**src/core/three_wire_serial_io_pkg.sv**
```systemverilog
package three_wire_serial_io_pkg;

  // ------------------------------------------------------------
  // widths
  // ------------------------------------------------------------
  localparam int unsigned DATA_W   = 8;
  localparam int unsigned ADDR_W   = 5;
  localparam int unsigned CNT_W    = 4;
  localparam int unsigned DIV_W    = 3;

  // ------------------------------------------------------------
  // register byte offsets
  // ------------------------------------------------------------
  localparam logic [ADDR_W-1:0] MODE_OFS       = 5'h00;
  localparam logic [ADDR_W-1:0] CONTROL_OFS    = 5'h04;
  localparam logic [ADDR_W-1:0] SHIFT_OFS      = 5'h08;
  localparam logic [ADDR_W-1:0] STATUS_OFS     = 5'h0C;
  localparam logic [ADDR_W-1:0] PORT_LATCH_OFS = 5'h10;
  localparam logic [ADDR_W-1:0] EXCHANGE_OFS   = 5'h14;

  // ------------------------------------------------------------
  // field positions
  // ------------------------------------------------------------
  localparam int unsigned MODE_CLK_LSB     = 0;
  localparam int unsigned MODE_ORDER_BIT   = 2;
  localparam int unsigned MODE_IRQ_EN_BIT  = 6;
  localparam int unsigned MODE_ENABLE_BIT  = 7;
  localparam int unsigned CTRL_CMD_BIT     = 0;
  localparam int unsigned CTRL_FREE_BIT    = 1;
  localparam int unsigned STATUS_FLAG_BIT  = 0;
  localparam int unsigned STATUS_BUSY_BIT  = 1;
  localparam int unsigned STATUS_SO_BIT    = 2;
  localparam int unsigned STATUS_SCK_BIT   = 3;

  // ------------------------------------------------------------
  // reset values
  // ------------------------------------------------------------
  localparam logic [DATA_W-1:0] MODE_RESET       = 8'h00;
  localparam logic [DATA_W-1:0] CONTROL_RESET    = 8'h00;
  localparam logic [DATA_W-1:0] SHIFT_RESET      = 8'h00;
  localparam logic              SO_LATCH_RESET   = 1'h1;
  localparam logic              PORT_LATCH_RESET = 1'h1;

  // ------------------------------------------------------------
  // clock sources and counts
  // ------------------------------------------------------------
  typedef enum logic [1:0] {
    CLK_EXT   = 2'h0,
    CLK_TIMER = 2'h1,
    CLK_FX16  = 2'h2,
    CLK_FX8   = 2'h3
  } clk_sel_t;

  localparam logic [DIV_W-1:0] FX16_HALF_CYCLES = 3'h7;
  localparam logic [DIV_W-1:0] FX8_HALF_CYCLES  = 3'h3;
  localparam logic [CNT_W-1:0] BITS_PER_BYTE    = 4'h8;

endpackage : three_wire_serial_io_pkg

```
**src/core/three_wire_serial_io.sv**
```systemverilog
`timescale 1ns/100ps
// What this block does
// - control register clears on reset, single-bit writes
// - command trigger clears output latch, self-clears
// - bus-free trigger sets output latch, self-clears
// - each transfer moves one byte, bitwise
// - shift on falling clock, latch drives output
// - rising clock captures serial input
// - after eighth bit stop, set done flag
// - serial output always follows output latch
// - clock pin port latch gates driven clock
// - mode bits 1:0 select clock source
// - clock masked after byte; access when safe
// - mode bit 2 selects first bit order
// - bit reversal on bus side, fixed shifting
// - data write starts transfer when allowed
// - enabling after data write starts nothing
// - exchange returns received byte, loads, starts
// - later transfers start on each data write when allowed
// - mode register clears on reset, stopped
module three_wire_serial_io (
  input  wire logic        clock_i,
  input  wire logic        rst_n_i,
  input  wire logic        ce_i,
  input  wire logic [4:0]  avs_address_i,
  input  wire logic        avs_read_i,
  input  wire logic        avs_write_i,
  input  wire logic [31:0] avs_writedata_i,
  input  wire logic [3:0]  avs_byteenable_i,
  output logic      [31:0] avs_readdata_o,
  output logic             avs_waitrequest_o,
  input  wire logic        sck_i,
  output logic             sck_o,
  output logic             sck_oe_o,
  output logic             so_o,
  input  wire logic        si_i,
  input  wire logic        timer_flipflop_clock_i
);

  // ------------------------------------------------------------
  // declarations
  // ------------------------------------------------------------
  logic [7:0] serial_mode_reg;
  logic [7:0] serial_bus_control_reg;
  logic [7:0] shift_reg;
  logic [7:0] exchange_reg;
  logic [7:0] read_byte;
  logic [7:0] write_byte;
  logic [3:0] bit_cnt_reg;
  logic [2:0] div_cnt_reg;
  logic [2:0] div_limit;
  logic       byte_done_irq_flag_reg;
  logic       busy_reg;
  logic       sck_int_reg;
  logic       so_latch_reg;
  logic       clock_pin_port_latch_reg;
  logic       ack_reg;
  logic [31:0] readdata_reg;
  logic       sck_s1_reg;
  logic       sck_s2_reg;
  logic       sck_s3_reg;
  logic       si_s1_reg;
  logic       si_s2_reg;
  logic       tmr_s1_reg;
  logic       tmr_s2_reg;
  logic       tmr_s3_reg;
  logic       port_enable_bit;
  logic       lsb_first;
  logic       internal_clk;
  logic       sck_line;
  logic       tick;
  logic       fall_ev;
  logic       rise_ev;
  logic       last_rise;
  logic       req;
  logic       do_write;
  logic       do_read;
  logic       wr_byte_lane;
  logic       wr_mode;
  logic       wr_control;
  logic       wr_shift;
  logic       wr_status;
  logic       wr_port_latch;
  logic       wr_exchange;
  logic       load_shift;
  logic       start;
  three_wire_serial_io_pkg::clk_sel_t clk_sel;

  function automatic logic [7:0] reverse_byte(input logic [7:0] d);
    logic [7:0] r;
    r = 8'h00;
    for (int i = 0; i < 8; i++) begin
      r[i] = d[7-i];
    end
    return r;
  endfunction : reverse_byte

  // ------------------------------------------------------------
  // pin synchronisers
  // ------------------------------------------------------------
  // only stage 2 and 3 are read; stage 1 may be metastable
  always_ff @(posedge clock_i) begin
    if (!rst_n_i) begin
      sck_s1_reg <= 1'h1;
      sck_s2_reg <= 1'h1;
      sck_s3_reg <= 1'h1;
      si_s1_reg  <= 1'h0;
      si_s2_reg  <= 1'h0;
      tmr_s1_reg <= 1'h0;
      tmr_s2_reg <= 1'h0;
      tmr_s3_reg <= 1'h0;
    end else if (ce_i) begin
      sck_s1_reg <= sck_i;
      sck_s2_reg <= sck_s1_reg;
      sck_s3_reg <= sck_s2_reg;
      si_s1_reg  <= si_i;
      si_s2_reg  <= si_s1_reg;
      tmr_s1_reg <= timer_flipflop_clock_i;
      tmr_s2_reg <= tmr_s1_reg;
      tmr_s3_reg <= tmr_s2_reg;
    end
  end

  // ------------------------------------------------------------
  // mode decode and serial clock events
  // ------------------------------------------------------------
  assign port_enable_bit = serial_mode_reg[three_wire_serial_io_pkg::MODE_ENABLE_BIT];
  assign lsb_first       = serial_mode_reg[three_wire_serial_io_pkg::MODE_ORDER_BIT];
  assign clk_sel         = three_wire_serial_io_pkg::clk_sel_t'(
                             serial_mode_reg[three_wire_serial_io_pkg::MODE_CLK_LSB +: 2]);
  assign internal_clk    = (clk_sel != three_wire_serial_io_pkg::CLK_EXT);
  assign sck_line        = internal_clk ? sck_int_reg : sck_s2_reg;

  always_comb begin
    div_limit = three_wire_serial_io_pkg::FX16_HALF_CYCLES;
    tick      = 1'h0;
    case (clk_sel)
      three_wire_serial_io_pkg::CLK_TIMER: begin
        // one half period per timer rising edge
        tick = tmr_s2_reg & ~tmr_s3_reg;
      end
      three_wire_serial_io_pkg::CLK_FX16: begin
        div_limit = three_wire_serial_io_pkg::FX16_HALF_CYCLES;
        tick      = (div_cnt_reg == div_limit);
      end
      three_wire_serial_io_pkg::CLK_FX8: begin
        div_limit = three_wire_serial_io_pkg::FX8_HALF_CYCLES;
        tick      = (div_cnt_reg == div_limit);
      end
      default: begin
        tick = 1'h0;
      end
    endcase
  end

  always_comb begin
    if (internal_clk) begin
      fall_ev = busy_reg & tick & sck_int_reg;
      rise_ev = busy_reg & tick & ~sck_int_reg;
    end else begin
      fall_ev = busy_reg & ~sck_s2_reg & sck_s3_reg;
      rise_ev = busy_reg & sck_s2_reg & ~sck_s3_reg;
    end
  end

  assign last_rise = rise_ev & (bit_cnt_reg == three_wire_serial_io_pkg::BITS_PER_BYTE - 4'h1);

  // ------------------------------------------------------------
  // bus decode
  // ------------------------------------------------------------
  // one wait state: the answer is registered so decode stays off the bus path
  assign req               = avs_read_i | avs_write_i;
  assign avs_waitrequest_o = req & ~ack_reg;
  assign do_write          = avs_write_i & ack_reg;
  assign do_read           = avs_read_i & ~ack_reg;
  assign wr_byte_lane      = do_write & avs_byteenable_i[0];
  assign write_byte        = avs_writedata_i[7:0];
  assign wr_mode           = wr_byte_lane & (avs_address_i == three_wire_serial_io_pkg::MODE_OFS);
  assign wr_control        = wr_byte_lane & (avs_address_i == three_wire_serial_io_pkg::CONTROL_OFS);
  assign wr_shift          = wr_byte_lane & (avs_address_i == three_wire_serial_io_pkg::SHIFT_OFS);
  assign wr_status         = wr_byte_lane & (avs_address_i == three_wire_serial_io_pkg::STATUS_OFS);
  assign wr_port_latch     = wr_byte_lane & (avs_address_i == three_wire_serial_io_pkg::PORT_LATCH_OFS);
  assign wr_exchange       = wr_byte_lane & (avs_address_i == three_wire_serial_io_pkg::EXCHANGE_OFS);
  assign load_shift        = wr_shift | wr_exchange;
  // enabling alone never starts; only the data write does
  assign start             = load_shift & port_enable_bit & (~busy_reg | sck_line);
  assign read_byte         = lsb_first ? reverse_byte(shift_reg) : shift_reg;

  always_ff @(posedge clock_i) begin
    if (!rst_n_i) begin
      ack_reg <= 1'h0;
    end else if (ce_i) begin
      ack_reg <= req & ~ack_reg;
    end
  end

  always_ff @(posedge clock_i) begin
    if (!rst_n_i) begin
      readdata_reg <= 32'h0000_0000;
    end else if (ce_i && do_read) begin
      case (avs_address_i)
        three_wire_serial_io_pkg::MODE_OFS:       readdata_reg <= {24'h000000, serial_mode_reg};
        three_wire_serial_io_pkg::SHIFT_OFS:      readdata_reg <= {24'h000000, read_byte};
        three_wire_serial_io_pkg::STATUS_OFS:     readdata_reg <= {28'h0000000, sck_line, so_latch_reg,
                                                                   busy_reg, byte_done_irq_flag_reg};
        three_wire_serial_io_pkg::PORT_LATCH_OFS: readdata_reg <= {31'h00000000, clock_pin_port_latch_reg};
        three_wire_serial_io_pkg::EXCHANGE_OFS:   readdata_reg <= {24'h000000, exchange_reg};
        // control triggers are write-only and read as zero
        default:                                  readdata_reg <= 32'h0000_0000;
      endcase
    end
  end

  assign avs_readdata_o = readdata_reg;

  // ------------------------------------------------------------
  // registers
  // ------------------------------------------------------------
  always_ff @(posedge clock_i) begin
    if (!rst_n_i) begin
      serial_mode_reg <= three_wire_serial_io_pkg::MODE_RESET;
    end else if (ce_i && wr_mode) begin
      serial_mode_reg <= write_byte;
    end
  end

  // trigger bits live one cycle, then drop back to zero
  always_ff @(posedge clock_i) begin
    if (!rst_n_i) begin
      serial_bus_control_reg <= three_wire_serial_io_pkg::CONTROL_RESET;
    end else if (ce_i) begin
      if (wr_control) begin
        serial_bus_control_reg <= write_byte;
      end else begin
        serial_bus_control_reg <= three_wire_serial_io_pkg::CONTROL_RESET;
      end
    end
  end

  always_ff @(posedge clock_i) begin
    if (!rst_n_i) begin
      clock_pin_port_latch_reg <= three_wire_serial_io_pkg::PORT_LATCH_RESET;
    end else if (ce_i && wr_port_latch) begin
      clock_pin_port_latch_reg <= write_byte[0];
    end
  end

  // set wins over a same-cycle write-one-to-clear
  always_ff @(posedge clock_i) begin
    if (!rst_n_i) begin
      byte_done_irq_flag_reg <= 1'h0;
    end else if (ce_i) begin
      if (last_rise) begin
        byte_done_irq_flag_reg <= 1'h1;
      end else if (wr_status && write_byte[three_wire_serial_io_pkg::STATUS_FLAG_BIT]) begin
        byte_done_irq_flag_reg <= 1'h0;
      end
    end
  end

  always_ff @(posedge clock_i) begin
    if (!rst_n_i) begin
      exchange_reg <= three_wire_serial_io_pkg::SHIFT_RESET;
    end else if (ce_i && wr_exchange) begin
      exchange_reg <= read_byte;
    end
  end

  // ------------------------------------------------------------
  // transfer engine
  // ------------------------------------------------------------
  always_ff @(posedge clock_i) begin
    if (!rst_n_i) begin
      busy_reg    <= 1'h0;
      bit_cnt_reg <= 4'h0;
    end else if (ce_i) begin
      if (!port_enable_bit) begin
        busy_reg    <= 1'h0;
        bit_cnt_reg <= 4'h0;
      end else if (start) begin
        busy_reg    <= 1'h1;
        bit_cnt_reg <= 4'h0;
      end else if (last_rise) begin
        busy_reg    <= 1'h0;
        bit_cnt_reg <= 4'h0;
      end else if (rise_ev) begin
        bit_cnt_reg <= bit_cnt_reg + 4'h1;
      end
    end
  end

  always_ff @(posedge clock_i) begin
    if (!rst_n_i) begin
      div_cnt_reg <= 3'h0;
    end else if (ce_i) begin
      if (start || !busy_reg || tick) begin
        div_cnt_reg <= 3'h0;
      end else begin
        div_cnt_reg <= div_cnt_reg + 3'h1;
      end
    end
  end

  // idles high; masked high once the byte is done
  always_ff @(posedge clock_i) begin
    if (!rst_n_i) begin
      sck_int_reg <= 1'h1;
    end else if (ce_i) begin
      if (!busy_reg || start) begin
        sck_int_reg <= 1'h1;
      end else if (internal_clk && tick) begin
        sck_int_reg <= ~sck_int_reg;
      end
    end
  end

  // physical shift is always toward bit 7; order is swapped at the bus
  always_ff @(posedge clock_i) begin
    if (!rst_n_i) begin
      shift_reg <= three_wire_serial_io_pkg::SHIFT_RESET;
    end else if (ce_i) begin
      if (load_shift) begin
        shift_reg <= lsb_first ? reverse_byte(write_byte) : write_byte;
      end else if (fall_ev) begin
        shift_reg <= {shift_reg[6:0], shift_reg[0]};
      end else if (rise_ev) begin
        shift_reg[0] <= si_s2_reg;
      end
    end
  end

  // triggers are honoured even mid-byte; software keeps them out of transfers
  always_ff @(posedge clock_i) begin
    if (!rst_n_i) begin
      so_latch_reg <= three_wire_serial_io_pkg::SO_LATCH_RESET;
    end else if (ce_i) begin
      if (fall_ev) begin
        so_latch_reg <= shift_reg[7];
      end else if (serial_bus_control_reg[three_wire_serial_io_pkg::CTRL_CMD_BIT] &&
                   !serial_bus_control_reg[three_wire_serial_io_pkg::CTRL_FREE_BIT]) begin
        so_latch_reg <= 1'h0;
      end else if (serial_bus_control_reg[three_wire_serial_io_pkg::CTRL_FREE_BIT] &&
                   !serial_bus_control_reg[three_wire_serial_io_pkg::CTRL_CMD_BIT]) begin
        so_latch_reg <= 1'h1;
      end
    end
  end

  // ------------------------------------------------------------
  // pins
  // ------------------------------------------------------------
  assign so_o     = so_latch_reg;
  assign sck_o    = sck_int_reg & clock_pin_port_latch_reg;
  assign sck_oe_o = internal_clk;

endmodule : three_wire_serial_io

```
**config.mk**
```make
export PLATFORM = sky130hd
export DESIGN_NAME = three_wire_serial_io
export DESIGN_NICKNAME = d
export VERILOG_FILES = /design/src/core/three_wire_serial_io_pkg.sv /design/src/core/three_wire_serial_io.sv
export SDC_FILE = /design/constraint.sdc
export NUM_CORES = 1
export LEC_CHECK = 0
export BUFFER_PORTS_ARGS = -buffer_cell sky130_fd_sc_hd__buf_2
export CORE_MARGIN = 2
export CORE_UTILIZATION = 52
export CTS_BUF_LIST = sky130_fd_sc_hd__clkbuf_16
export DETAILED_ROUTE_END_ITERATION = 8
export GPL_ROUTABILITY_DRIVEN = 0
export HOLD_SLACK_MARGIN = 0.03
export PLACE_DENSITY = 0.79
export SLEW_MARGIN = 20
export SYNTH_ARGS = -nofsm -noshare
export SYNTH_HDL_FRONTEND = slang
export SYNTH_SLANG_ARGS = --single-unit
```
**constraint.sdc**
```tcl
create_clock -name clock_i -period 3.1 [get_ports clock_i]
set_input_delay 0.155 -clock clock_i [delete_from_list [all_inputs] [get_ports clock_i]]
set_output_delay 0.155 -clock clock_i [all_outputs]
set_load 0.01 [all_outputs]
```
# Yosys cells after proc, flatten, opt, wreduce, memory -nomap -nowiden

Cells that the tools add are included.
Widths: inputs -> output; s select.

Register bits: 79
Bits of input ports: 49
Output and inout port bits: 36

$add $sub $neg: 2
Eq/ne operators: 14
Mux-type cells: 27
Bitwise gates (word level): 31
Reduce and logical (&&, ||, !) cells: 27

Operators by type and width:

| kind                | number |
|---|---|
| $pmux 8 s5          | 1 |
| $mux 8              | 3 |
| $and 1x1->1         | 22 |
| $mux 4              | 4 |
| $mux 1              | 15 |
| $reduce_and 2->1    | 6 |
| $eq 5x4->1 const B  | 2 |
| $eq 5x5->1 const B  | 2 |
| $reduce_bool 2->1   | 5 |
| $logic_and 1x1->1   | 8 |
| $mux 7              | 1 |
| $not 1->1           | 6 |
| $eq 5x3->1 const B  | 1 |
| $logic_not 5->1     | 1 |
| $add 4x1->4 const B | 1 |
| $eq 2x2->1 const B  | 2 |
| $eq 4x3->1 const B  | 1 |
| $ne 4x1->1 const B  | 1 |
| $add 3x1->3 const B | 1 |
| $eq 3x2->1 const B  | 1 |
| $eq 3x3->1 const B  | 1 |
| $logic_not 1->1     | 3 |
| $mux 3              | 1 |
| $ne 3x1->1 const B  | 1 |
| other kinds (8)     | 11 |

# Logic depth before layout (Yosys ltp)

Gate-level depths: netlist of run 1.

Word-level depth: 10
Depth in mapped cells: 8
Mapped depth without buffers: 6

# Least setup slack after synthesis of run 1

No wires, ideal clock.

Path kind: input port to flip-flop
Start point: in avs_address_i[2]
End point: reg bit_cnt_reg[2]
Library setup time: 0.116 ns
Arrival: 1.964 ns
Data required time: 2.984 ns
Path slack: 1.020 ns
Stages: 6
Path through: buf_6 -> or3b_1 -> a2111o_1 -> o311a_4 -> o221a_1 -> a31o_1

Longest elaborated chain between the ends: 7
Elaborated cells on any way between the ends: 11
Those cells by class: 3 x eq/ne; 2 x mux; 5 x bitwise; 1 x reduce/logical

RTL lines:

| element                                              | line                                                     | text |
|---|---|---|
| start, declared                                      | three_wire_serial_io.sv:25                               | `input wire logic [4:0] avs_address_i,` |
| $eq 5x4->1 or $eq 5x5->1 (tied branches)             | three_wire_serial_io.sv:180, three_wire_serial_io.sv:183 |  |
| $and 1x1->1, on equally long branches                | three_wire_serial_io.sv:180, three_wire_serial_io.sv:183 |  |
| $or 1x1->1 *                                         | three_wire_serial_io.sv:184                              | `assign load_shift = wr_shift \| wr_exchange;` |
| $and 1x1->1 * (2 in a row)                           | three_wire_serial_io.sv:186                              | `assign start = load_shift & port_enable_bit & (~busy_reg \| sck_line);` |
| $ne 4x1->1 (no line) or $mux 4 (tied branches)       | n/a                                                      |  |
| $reduce_and 2->1 (no line) or $mux 4 (tied branches) | n/a                                                      |  |
| end signal, assigned                                 | three_wire_serial_io.sv:287                              | `bit_cnt_reg <= bit_cnt_reg + 4'h1;` |
| end, declared                                        | three_wire_serial_io.sv:49                               | `logic [3:0] bit_cnt_reg;` |

Every way passes the cells marked *; elsewhere a longest branch is shown, timed or not.
A chain may end at the register's enable or synchronous reset.

# Worst setup path in the final report of run 1

Start point: reg ack_reg
End point: reg div_cnt_reg[2]

Longest elaborated chain between the ends: 9
Elaborated cells on any way between the ends: 10
Those cells by class: 1 x mux; 7 x bitwise; 2 x reduce/logical

RTL lines:

| element                               | line                                                     | text |
|---|---|---|
| start, declared                       | three_wire_serial_io.sv:57                               | `logic ack_reg;` |
| start signal, assigned                | three_wire_serial_io.sv:193                              | `ack_reg <= req & ~ack_reg;` |
| $and 1x1->1 *                         | three_wire_serial_io.sv:174                              | `assign do_write = avs_write_i & ack_reg;` |
| $and 1x1->1 *                         | three_wire_serial_io.sv:176                              | `assign wr_byte_lane = do_write & avs_byteenable_i[0];` |
| $and 1x1->1, on equally long branches | three_wire_serial_io.sv:180, three_wire_serial_io.sv:183 |  |
| $or 1x1->1 *                          | three_wire_serial_io.sv:184                              |  |
| $and 1x1->1 * (2 in a row)            | three_wire_serial_io.sv:186                              |  |
| $logic_or 1x1->1 * (2 in a row)       | three_wire_serial_io.sv:296                              | `if (start \|\| !busy_reg \|\| tick) begin` |
| $mux 3 *                              | three_wire_serial_io.sv:296                              |  |
| end signal, assigned                  | three_wire_serial_io.sv:299                              | `div_cnt_reg <= div_cnt_reg + 3'h1;` |
| end, declared                         | three_wire_serial_io.sv:50                               | `logic [2:0] div_cnt_reg;` |

Marked as above.

==> impl_metrics.csv, run 1 <==
group,metric,value,unit
outcome,status,"finished, final reports clean",
timing,hold_viol,0,
floorplan,num_rows,28,
setup_path,rrSetupSlack,870,ps
final_layout,final.fill_count,548,
clocking,cts_sinks,55,
synthesis,yosys_warnings,0,
floorplan,ios,85,
synthesis,yosysSeqAreaShare,0.346,
global_route,grtUsageTotal,0.199,
pwr,power_density,402,nW/um^2
detailed_routing,firstDrtPassIters,4,
setup_path,r2r-start,"ack_reg",
synthesis,synth_cells,367,
final_layout,final_core_util,0.582,
global_route,gr-total-overflow,0,
placement,dp_hpwl,4.79,mm
timing,skew,7.36,ps
detailed_routing,drtIter0Drc,130,
setup_path,reg2regPathDepth,5,
final_layout,register_area,1100,sq um
clocking,clockRootBuffer,"clkbuf_16",
synthesis,syn_area,3180,sq um
floorplan,core_area,5920,sq um
clocking,clock_path_buffers,2,
min_path,holdCritPathClass,"input port to flop",
synthesis,synth.distinct_cells,56,
synthesis,synth_seq_cells,55,
timing,setup-tns-final,0,ps
global_route,grt_pass1_wl,10.6,mm
floorplan,initial_core_util,0.538,
synthesis,yosys.area_share.simple,0.207,
clocking,post_cts_resized,0,
final_layout,multiInputGateArea,1860,sq um
synthesis,synth_xor_area_frac,0.00275,
timing,tightest_slew,982,ps
pwr,power_leakage,1.41,nW
timing,fin_crit,2230,ps
setup_path,endpoint_kind,"flop",
synthesis,synth_edf_count,0,
setup_path,critPathArrivalTime,2410,ps
clocking,cts_setup_buffers,0,
placement,dp_cells,456,
detailed_routing,post_drt_wl_per_cell,14.3,um
synthesis,synth_top_family_by_area,"compound AO/OA/AOI/OAI gates",
pwr,ir_drop,0.220,mV
detailed_routing,drc,0,
final_layout,area_growth,8.21,%
placement,io_buffers,33,
clocking,clk_pin_slew,70,ps
global_route,grt_antenna_before_repair,0,
synthesis,synthAdderAreaFrac,0.00786,
setup_path,startpoint_type,"flop",
final_layout,antenna_cells,0,
clocking,cts_max_level,2,
clocking,cts_tree,"done",
clocking,insertion_delay,300,ps
timing,maxSlewHeadroom,0.328,
setup_path,crit_type,"flop to flop",
floorplan,die_y,82.3,um
synthesis,synth_area_leaders,"dfxtp_1 (35%), mux2i_1 (11%), buf_4 (5.7%)",
min_path,min_to,"sck_s1_reg",
detailed_routing,dr_total_vias,2669,
synthesis,synth-main-ff-cell,"dfxtp_1",
detailed_routing,drt_wl_total,6.63,mm
global_route,grt_max_degree,45,
final_layout,drive_gt1_frac,0.134,
min_path,worstHoldStart,"sck_i",
setup_path,cp_data_required_time,3280,ps
detailed_routing,ant_nets,0,
clocking,hold_buffers,0,
final_layout,nets,439,
timing,rsz0062_at_grt,"no",
job,timing.max_cap.violations,0,
synthesis,yosys.area.top_type_share,0.346,
floorplan,die_x,82.3,um
clocking,cts_made_buffers,5,
timing,finalSetupViolations,0,
final_layout,final-instance-count-excl-fill,464,
pwr,total_power,0.00138,W
global_route,grt_pass1_vias,2274,
floorplan,dieArea,6770,sq um
min_path,hold_depth,3,
detailed_routing,via_per_inst,5.75,
synthesis,synth_compound_area_frac,0.225,
setup_path,path_max_fanout,18,
synthesis,async_flop_share,0,
timing,fin_crit_sh,0.719,
timing,slew_viol_final,0,
setup_path,reg2reg_to,"div_cnt_reg[2]",
timing,timing.fmax,449,MHz
synthesis,yosysTopAreaCell,"dfxtp_1",
synthesis,avgSynthCellArea,8.68,sq um
synthesis,synthMuxAreaShare,0.113,
cell usage after synthesis, types with 2 or more instances:
library cell,n
a31oi_1,2
nor2_1,8
a21boi_0,4
nand2b_1,4
o211a_1,8
o21ai_0,21
buf_4,24
a21oi_1,11
dfxtp_1,55
buf_1,3
nand3_1,14
mux2i_1,36
a22o_1,8
o21a_1,2
buf_2,3
a2111o_1,2
nor4b_1,4
nand2_1,41
nor3_1,3
nor2b_1,28
clkbuf_1,19
o211ai_1,5
nand3b_1,2
a211oi_1,2
inv_1,6
a22oi_1,8
a41o_1,7
and3_1,2
nor3b_1,4
and2_1,4
ha_1,2
worst max path at each step:
stage	end	start	depth (start not counted)
floorplan	bit_cnt_reg[2]	avs_address_i[2]	6
global placement	div_cnt_reg[2]	avs_address_i[4]	6
detailed placement	div_cnt_reg[2]	avs_address_i[4]	6
CTS	exchange_reg[7]	ack_reg	5
global route	exchange_reg[7]	ack_reg	5
finish	div_cnt_reg[2]	ack_reg	5
layout by cell type (no fill, tap or decap), drive strengths merged, types with 5 or more instances in the layout:
cell type / count
o211ai: 5
a22oi: 8
nor2b: 28
a41o: 7
conb: 24
buf: 41
nor2: 8
o211a: 8
clkbuf: 5
inv: 6
nand2: 41
mux2i: 36
nand3: 14
a22o: 8
a21oi: 11
o21ai: 21
dfxtp: 55
layout make-up:
cell class                 count  area share
multi-input combinational    279       0.539
sequential                    55       0.320
timing repair buffer          41      0.0654
clock buffer                   5      0.0363
tap                           75      0.0272
inverter                       6     0.00654
clock inverter                 3     0.00581
critical path, stage by stage (launching register included):
cell      delay, ps
dfxtp_1         380
nand3_1         110
a2111o_1        660
o311ai_2        560
nor3_1          120
o31a_1          290
cell families after synthesis:
kind of cell	Yosys count
AO/OA/AOI/OAI	94
XOR/XNOR	1
adder cells (fa/ha/maj)	2
buffers and inverters	56
flip-flops	55
multiplexers	36
other	1
AND/OR/NAND/NOR	122
per-stage QoR:
step	hold slack, ps	setup slack [ps]	cell area [sq um]
floorplan	283	1020	3270
global placement	378	744	3300
detailed placement	383	715	3300
CTS	81.8	868	3450
global route	109	707	3450
finish	86.6	871	3450
layer usage:
layer	vias up	wire (um)	GRT usage
li1	1325	-	-
met1	1261	3100	0.264
met2	74	3100	0.320
met3	9	340	0.0391
met4	0	86	0.0717
met5	-	0	0
power breakdown:
group	internal, W	switching (W)	leakage (nW)
Clock	0.000299	0.000259	0.0674
Sequential	0.000711	0.00000442	0.444
Combinational	0.0000378	0.0000721	0.900
Total	0.00105	0.000336	1.41
(Power assumes the default switching activity.)
==> run 2, diff against run 1 <==
==> constraint.sdc (replaced) <==
create_clock -name clock_i -period 2.12 [get_ports clock_i]
set_input_delay 0.106 -clock clock_i [delete_from_list [all_inputs] [get_ports clock_i]]
set_output_delay 0.106 -clock clock_i [all_outputs]
set_load 0.01 [all_outputs]
==> impl_metrics.csv, run 2 (synthesis gave the netlist of run 1 again) <==
group,metric,value,unit
setup_path,r2r-start,"ack_reg",
clocking,clock_path_buffers,2,
global_route,grt_antenna_before_repair,0,
setup_path,reg2regPathDepth,5,
pwr,total_power,0.00206,W
placement,dp_cells,468,
outcome,status,"finished, final reports clean",
clocking,cts_made_buffers,5,
final_layout,final_core_util,0.601,
timing,worst_hold_slack,82.9,ps
clocking,cts_max_level,2,
floorplan,ios,85,
setup_path,reg2reg_to,"div_cnt_reg[2]",
timing,slew_viol_final,0,
timing,setup-tns-final,0,ps
setup_path,endpoint_kind,"flop",
timing,tightest_slew,650,ps
clocking,clockRootBuffer,"clkbuf_16",
timing,fin_crit,1970,ps
setup_path,crit_start,"ack_reg",
final_layout,layout_commonest_cell,"dfxtp_1",
floorplan,die_y,82.3,um
final_layout,area_growth,11.7,%
detailed_routing,dr_total_vias,2737,
placement,dp_hpwl,5.10,mm
global_route,grtUsageTotal,0.214,
setup_path,cp_data_required_time,2310,ps
setup_path,path_max_fanout,5,
clocking,cts_tree,"done",
floorplan,core_area,5920,sq um
min_path,holdCritPathClass,"input port to flop",
detailed_routing,via_per_inst,5.74,
timing,hold_viol,0,
global_route,gr-total-overflow,0,
clocking,cts_setup_buffers,0,
global_route,grt_pass1_vias,2499,
final_layout,nets,452,
timing,maxSlewHeadroom,0.556,
clocking,insertion_delay,300,ps
timing,rsz0062_at_grt,"no",
setup_path,crit_type,"flop to flop",
detailed_routing,post_drt_wl_per_cell,14.9,um
final_layout,antenna_cells,0,
floorplan,initial_core_util,0.538,
detailed_routing,firstDrtPassIters,4,
clocking,clk_pin_slew,70,ps
job,timing.max_cap.violations,0,
timing,timing.fmax,507,MHz
detailed_routing,drc,0,
clocking,cts_sinks,55,
placement,io_buffers,33,
final_layout,final-instance-count-excl-fill,477,
floorplan,dieArea,6770,sq um
final_layout,drive_gt1_frac,0.164,
setup_path,startpoint_type,"flop",
global_route,grt_pass1_wl,11.4,mm
setup_path,critPathArrivalTime,2160,ps
timing,fin_crit_sh,0.929,
detailed_routing,drtIter0Drc,181,
pwr,ir_drop,0.346,mV
detailed_routing,drt_wl_total,7.12,mm
global_route,grt_max_degree,44,
timing,finalSetupViolations,0,
timing,skew,4.03,ps
detailed_routing,ant_nets,0,
pwr,power_leakage,1.48,nW
floorplan,num_rows,28,
pwr,power_density,578,nW/um^2
setup_path,rrSetupSlack,150,ps
setup_path,crit_end,"div_cnt_reg[2]",
floorplan,die_x,82.3,um
final_layout,mostFrequentLayoutCells,"dfxtp_1 (55), nand2_1 (41), mux2i_1 (36), buf_2 (33), nor2b_1 (28)",
## run 2: stage by stage
| step | worst slack [ps] | cell area, sq um |
|---|---|---|
| 5_1_grt | 36.6 | 3560 |
| 6_report | 149 | 3560 |
| 4_1_cts | 85.4 | 3550 |
| 3_3_place_gp | 93.8 | 3390 |
| 2_1_floorplan | 89.2 | 3270 |
| 3_5_place_dp | 72.6 | 3390 |
## run 2: worst max-delay path: stages, from the launching register on
cell and delay (ps):
dfxtp_1 390, nand3_1 110, a2111o_1 490, o311ai_2 480
nor3_1 110, o31a_1 300
## run 2: report_power, final
group / internal (W) / switching (W)
logic: 0.0000605 / 0.000109
clock network: 0.000443 / 0.000398
registers: 0.00104 / 0.00000572
total: 0.00154 / 0.000513
## run 2: worst min-delay path by stage
stage,from,to,slack (ps),cells past startpoint
detailed placement,sck_i,sck_s1_reg,330,3
CTS,timer_flipflop_clock_i,tmr_s1_reg,90,3
global placement,sck_i,sck_s1_reg,330,3
floorplan,sck_i,sck_s1_reg,230,2
finish,timer_flipflop_clock_i,tmr_s1_reg,80,3
global route,timer_flipflop_clock_i,tmr_s1_reg,110,3
## run 2: layout make-up
class / instances / area [sq um]
clock buffers: 5 / 125
repair buffers: 54 / 325
inverters: 6 / 22.5
clock inverters: 3 / 25.0
multi-input cells: 279 / 1860
flip-flops and latches: 55 / 1100
well taps: 75 / 93.8
fillers: 531 / 2360
## run 2: routing by layer
metal  wire (um)  global-route usage
met1        3230               0.275
met2        3390               0.365
met3         430              0.0413
met4          70              0.0567
met5           0                   0
## run 2: repair_timing
item / CTS / global route
hold buffers: 1 / 0
gates resized for setup: 0 / 2
endpoints found under the setup margin: 0 / 10
hold endpoints to repair: 1 / 0
==> run 3, diff against run 2 <==
--- a/config.mk
+++ b/config.mk
@@ -13,6 +13,7 @@
 export GPL_ROUTABILITY_DRIVEN = 0
 export HOLD_SLACK_MARGIN = 0.03
 export PLACE_DENSITY = 0.79
+export SETUP_SLACK_MARGIN = 0.3
 export SLEW_MARGIN = 20
 export SYNTH_ARGS = -nofsm -noshare
 export SYNTH_HDL_FRONTEND = slang
==> impl_metrics.csv, run 3 (synthesis gave the netlist of run 1 again) <==
group,metric,value,unit
setup_path,r2r-start,"serial_mode_reg[0]",
setup_path,cp_cell_sequence,"nor4bb_2 -> buf_4 -> a311oi_4 -> o21ai_2 -> clkdlybuf4s15_2 -> a41o_1",
timing,rsz0062_at_grt,"yes",
pwr,combPwrFrac,0.085,
detailed_routing,dr_total_vias,2785,
timing,worst_hold_slack,32.1,ps
detailed_routing,drt_wl_total,7.23,mm
floorplan,ios,85,
final_layout,drive_gt1_frac,0.199,
final_layout,area_growth,14.6,%
setup_path,cp_top_family,"compound AO/OA/AOI/OAI gates",
min_path,hold_depth,3,
clocking,cts_made_buffers,5,
global_route,grt_pass1_vias,2365,
global_route,grt_antenna_before_repair,0,
floorplan,die_y,82.3,um
clocking,cts_max_level,2,
timing,hold_viol,0,
final_layout,final_core_util,0.616,
setup_path,reg2regPathDepth,6,
setup_path,crit_start,"serial_mode_reg[0]",
pwr,seq_power_share,0.504,
setup_path,crit_type,"flop to flop",
pwr,power_leakage,1.50,nW
detailed_routing,ant_nets,0,
timing,tightest_slew,593,ps
setup_path,critPathBufInv,2,
timing,fin_crit,1790,ps
global_route,gr-total-overflow,0,
floorplan,num_rows,28,
floorplan,die_x,82.3,um
clocking,clk_pin_slew,80,ps
pwr,netSwitchingFraction,0.252,
pwr,p_int,0.00155,W
detailed_routing,firstDrtPassIters,4,
final_layout,mostFrequentLayoutCells,"dfxtp_1 (52), nand2_1 (41), mux2i_1 (35), buf_2 (33), nor2b_1 (28)",
final_layout,nets,452,
job,timing.max_cap.violations,0,
min_path,holdCritPathClass,"input port to flop",
setup_path,cp_slowest_cell,"dfxtp_4",
setup_path,critPathArrivalTime,1980,ps
floorplan,initial_core_util,0.538,
setup_path,reg2reg_to,"shift_reg[1]",
global_route,grt_pass1_wl,11.1,mm
clocking,cts_sinks,55,
clocking,cts_setup_buffers,0,
outcome,status,"finished, final reports clean",
floorplan,dieArea,6770,sq um
timing,setup-tns-final,0,ps
placement,dp_hpwl,4.97,mm
timing,slew_viol_final,0,
clocking,clockRootBuffer,"clkbuf_16",
timing,setup_ws,327,ps
setup_path,rrSetupSlack,330,ps
setup_path,endpoint_kind,"flop",
timing,fin_crit_sh,0.846,
final_layout,antenna_cells,0,
placement,io_buffers,33,
floorplan,core_area,5920,sq um
clocking,clock_path_buffers,2,
detailed_routing,post_drt_wl_per_cell,15.2,um
pwr,clkPwrFrac,0.411,
pwr,ir_drop,0.364,mV
timing,timing.fmax,558,MHz
clocking,cts_tree,"done",
setup_path,cp_data_required_time,2310,ps
final_layout,layout_commonest_cell,"dfxtp_1",
detailed_routing,drtIter0Drc,217,
setup_path,critPathMaxStageDelay,390,ps
timing,skew,5.91,ps
clocking,insertion_delay,300,ps
global_route,grt_max_degree,34,
setup_path,path_max_fanout,9,
min_path,min_to,"sck_s1_reg",
timing,maxSlewHeadroom,0.604,
detailed_routing,via_per_inst,5.84,
global_route,grtUsageTotal,0.212,
setup_path,startpoint_type,"flop",
pwr,p_sw,0.000521,W
timing,finalSetupViolations,0,
pwr,power_density,567,nW/um^2
placement,dp_slack,71.9,ps
detailed_routing,drc,0,
min_path,worstHoldStart,"sck_i",
[run 3: changes by cell type in the layout (fill, tap and decap cells not counted), moves of 2 or more]
cell,delta
dfxtp_1,-3
dfxtp_4,+2
o21ai_0,-2
clkinv_4,-2
o21ai_2,+2
[run 3: final cells by class]
type	instances	area, sq um
well taps	75	93.8
fillers	505	2270
clock buffers	5	125
inverters	6	22.5
repair buffers	54	330
multi-input cells	279	1940
flip-flops and latches	55	1110
clock inverters	3	23.8
[run 3: power by group through the flow]
stage / combinational (W) / clock [W] / sequential [W]
after detailed placement: 0.000169 / 0 / 0.00107
final: 0.000175 / 0.000849 / 0.00104
after global routing: 0.000195 / 0.000896 / 0.00104
after floorplan: 0.000144 / 0 / 0.00107
after global placement: 0.000164 / 0 / 0.00107
after CTS: 0.000171 / 0.000855 / 0.00104
[run 3: worst max-delay path by stage]
stage,endpoint,cells after the start
3_5_place_dp,div_cnt_reg[2],6
3_3_place_gp,div_cnt_reg[2],6
2_1_floorplan,bit_cnt_reg[2],6
4_1_cts,shift_reg[3],7
6_report,shift_reg[1],6
5_1_grt,shift_reg[3],7
[run 3: stage by stage]
stage	power, W	cells	instance area [sq um]
after floorplan	0.00121	390	3290
after global placement	0.00123	468	3400
after detailed placement	0.00124	468	3400
after CTS	0.00207	477	3600
after global routing	0.00214	477	3650
final	0.00207	477	3650
[run 3: tightest hold or removal path, delay by kind of cell]
kind / cells / cell delay (ps)
simple gates: 1 / 60
mux: 1 / 50
buf+inv: 1 / 80
[run 3: what timing repair did]
item                       CTS  global route
cloned                       1             0
pin swaps                    3             2
hold buffers                 0             0
hold endpoints to repair     0             0
setup endpoints to repair   24            10
resized for setup           12             9
[run 3: metal layers]
layer  part of all wire  wire [um]  track usage
met5                  0          0            0
met4              0.016        117       0.0650
met3              0.067        488       0.0391
met2               0.47       3400        0.343
met1               0.45       3220        0.286
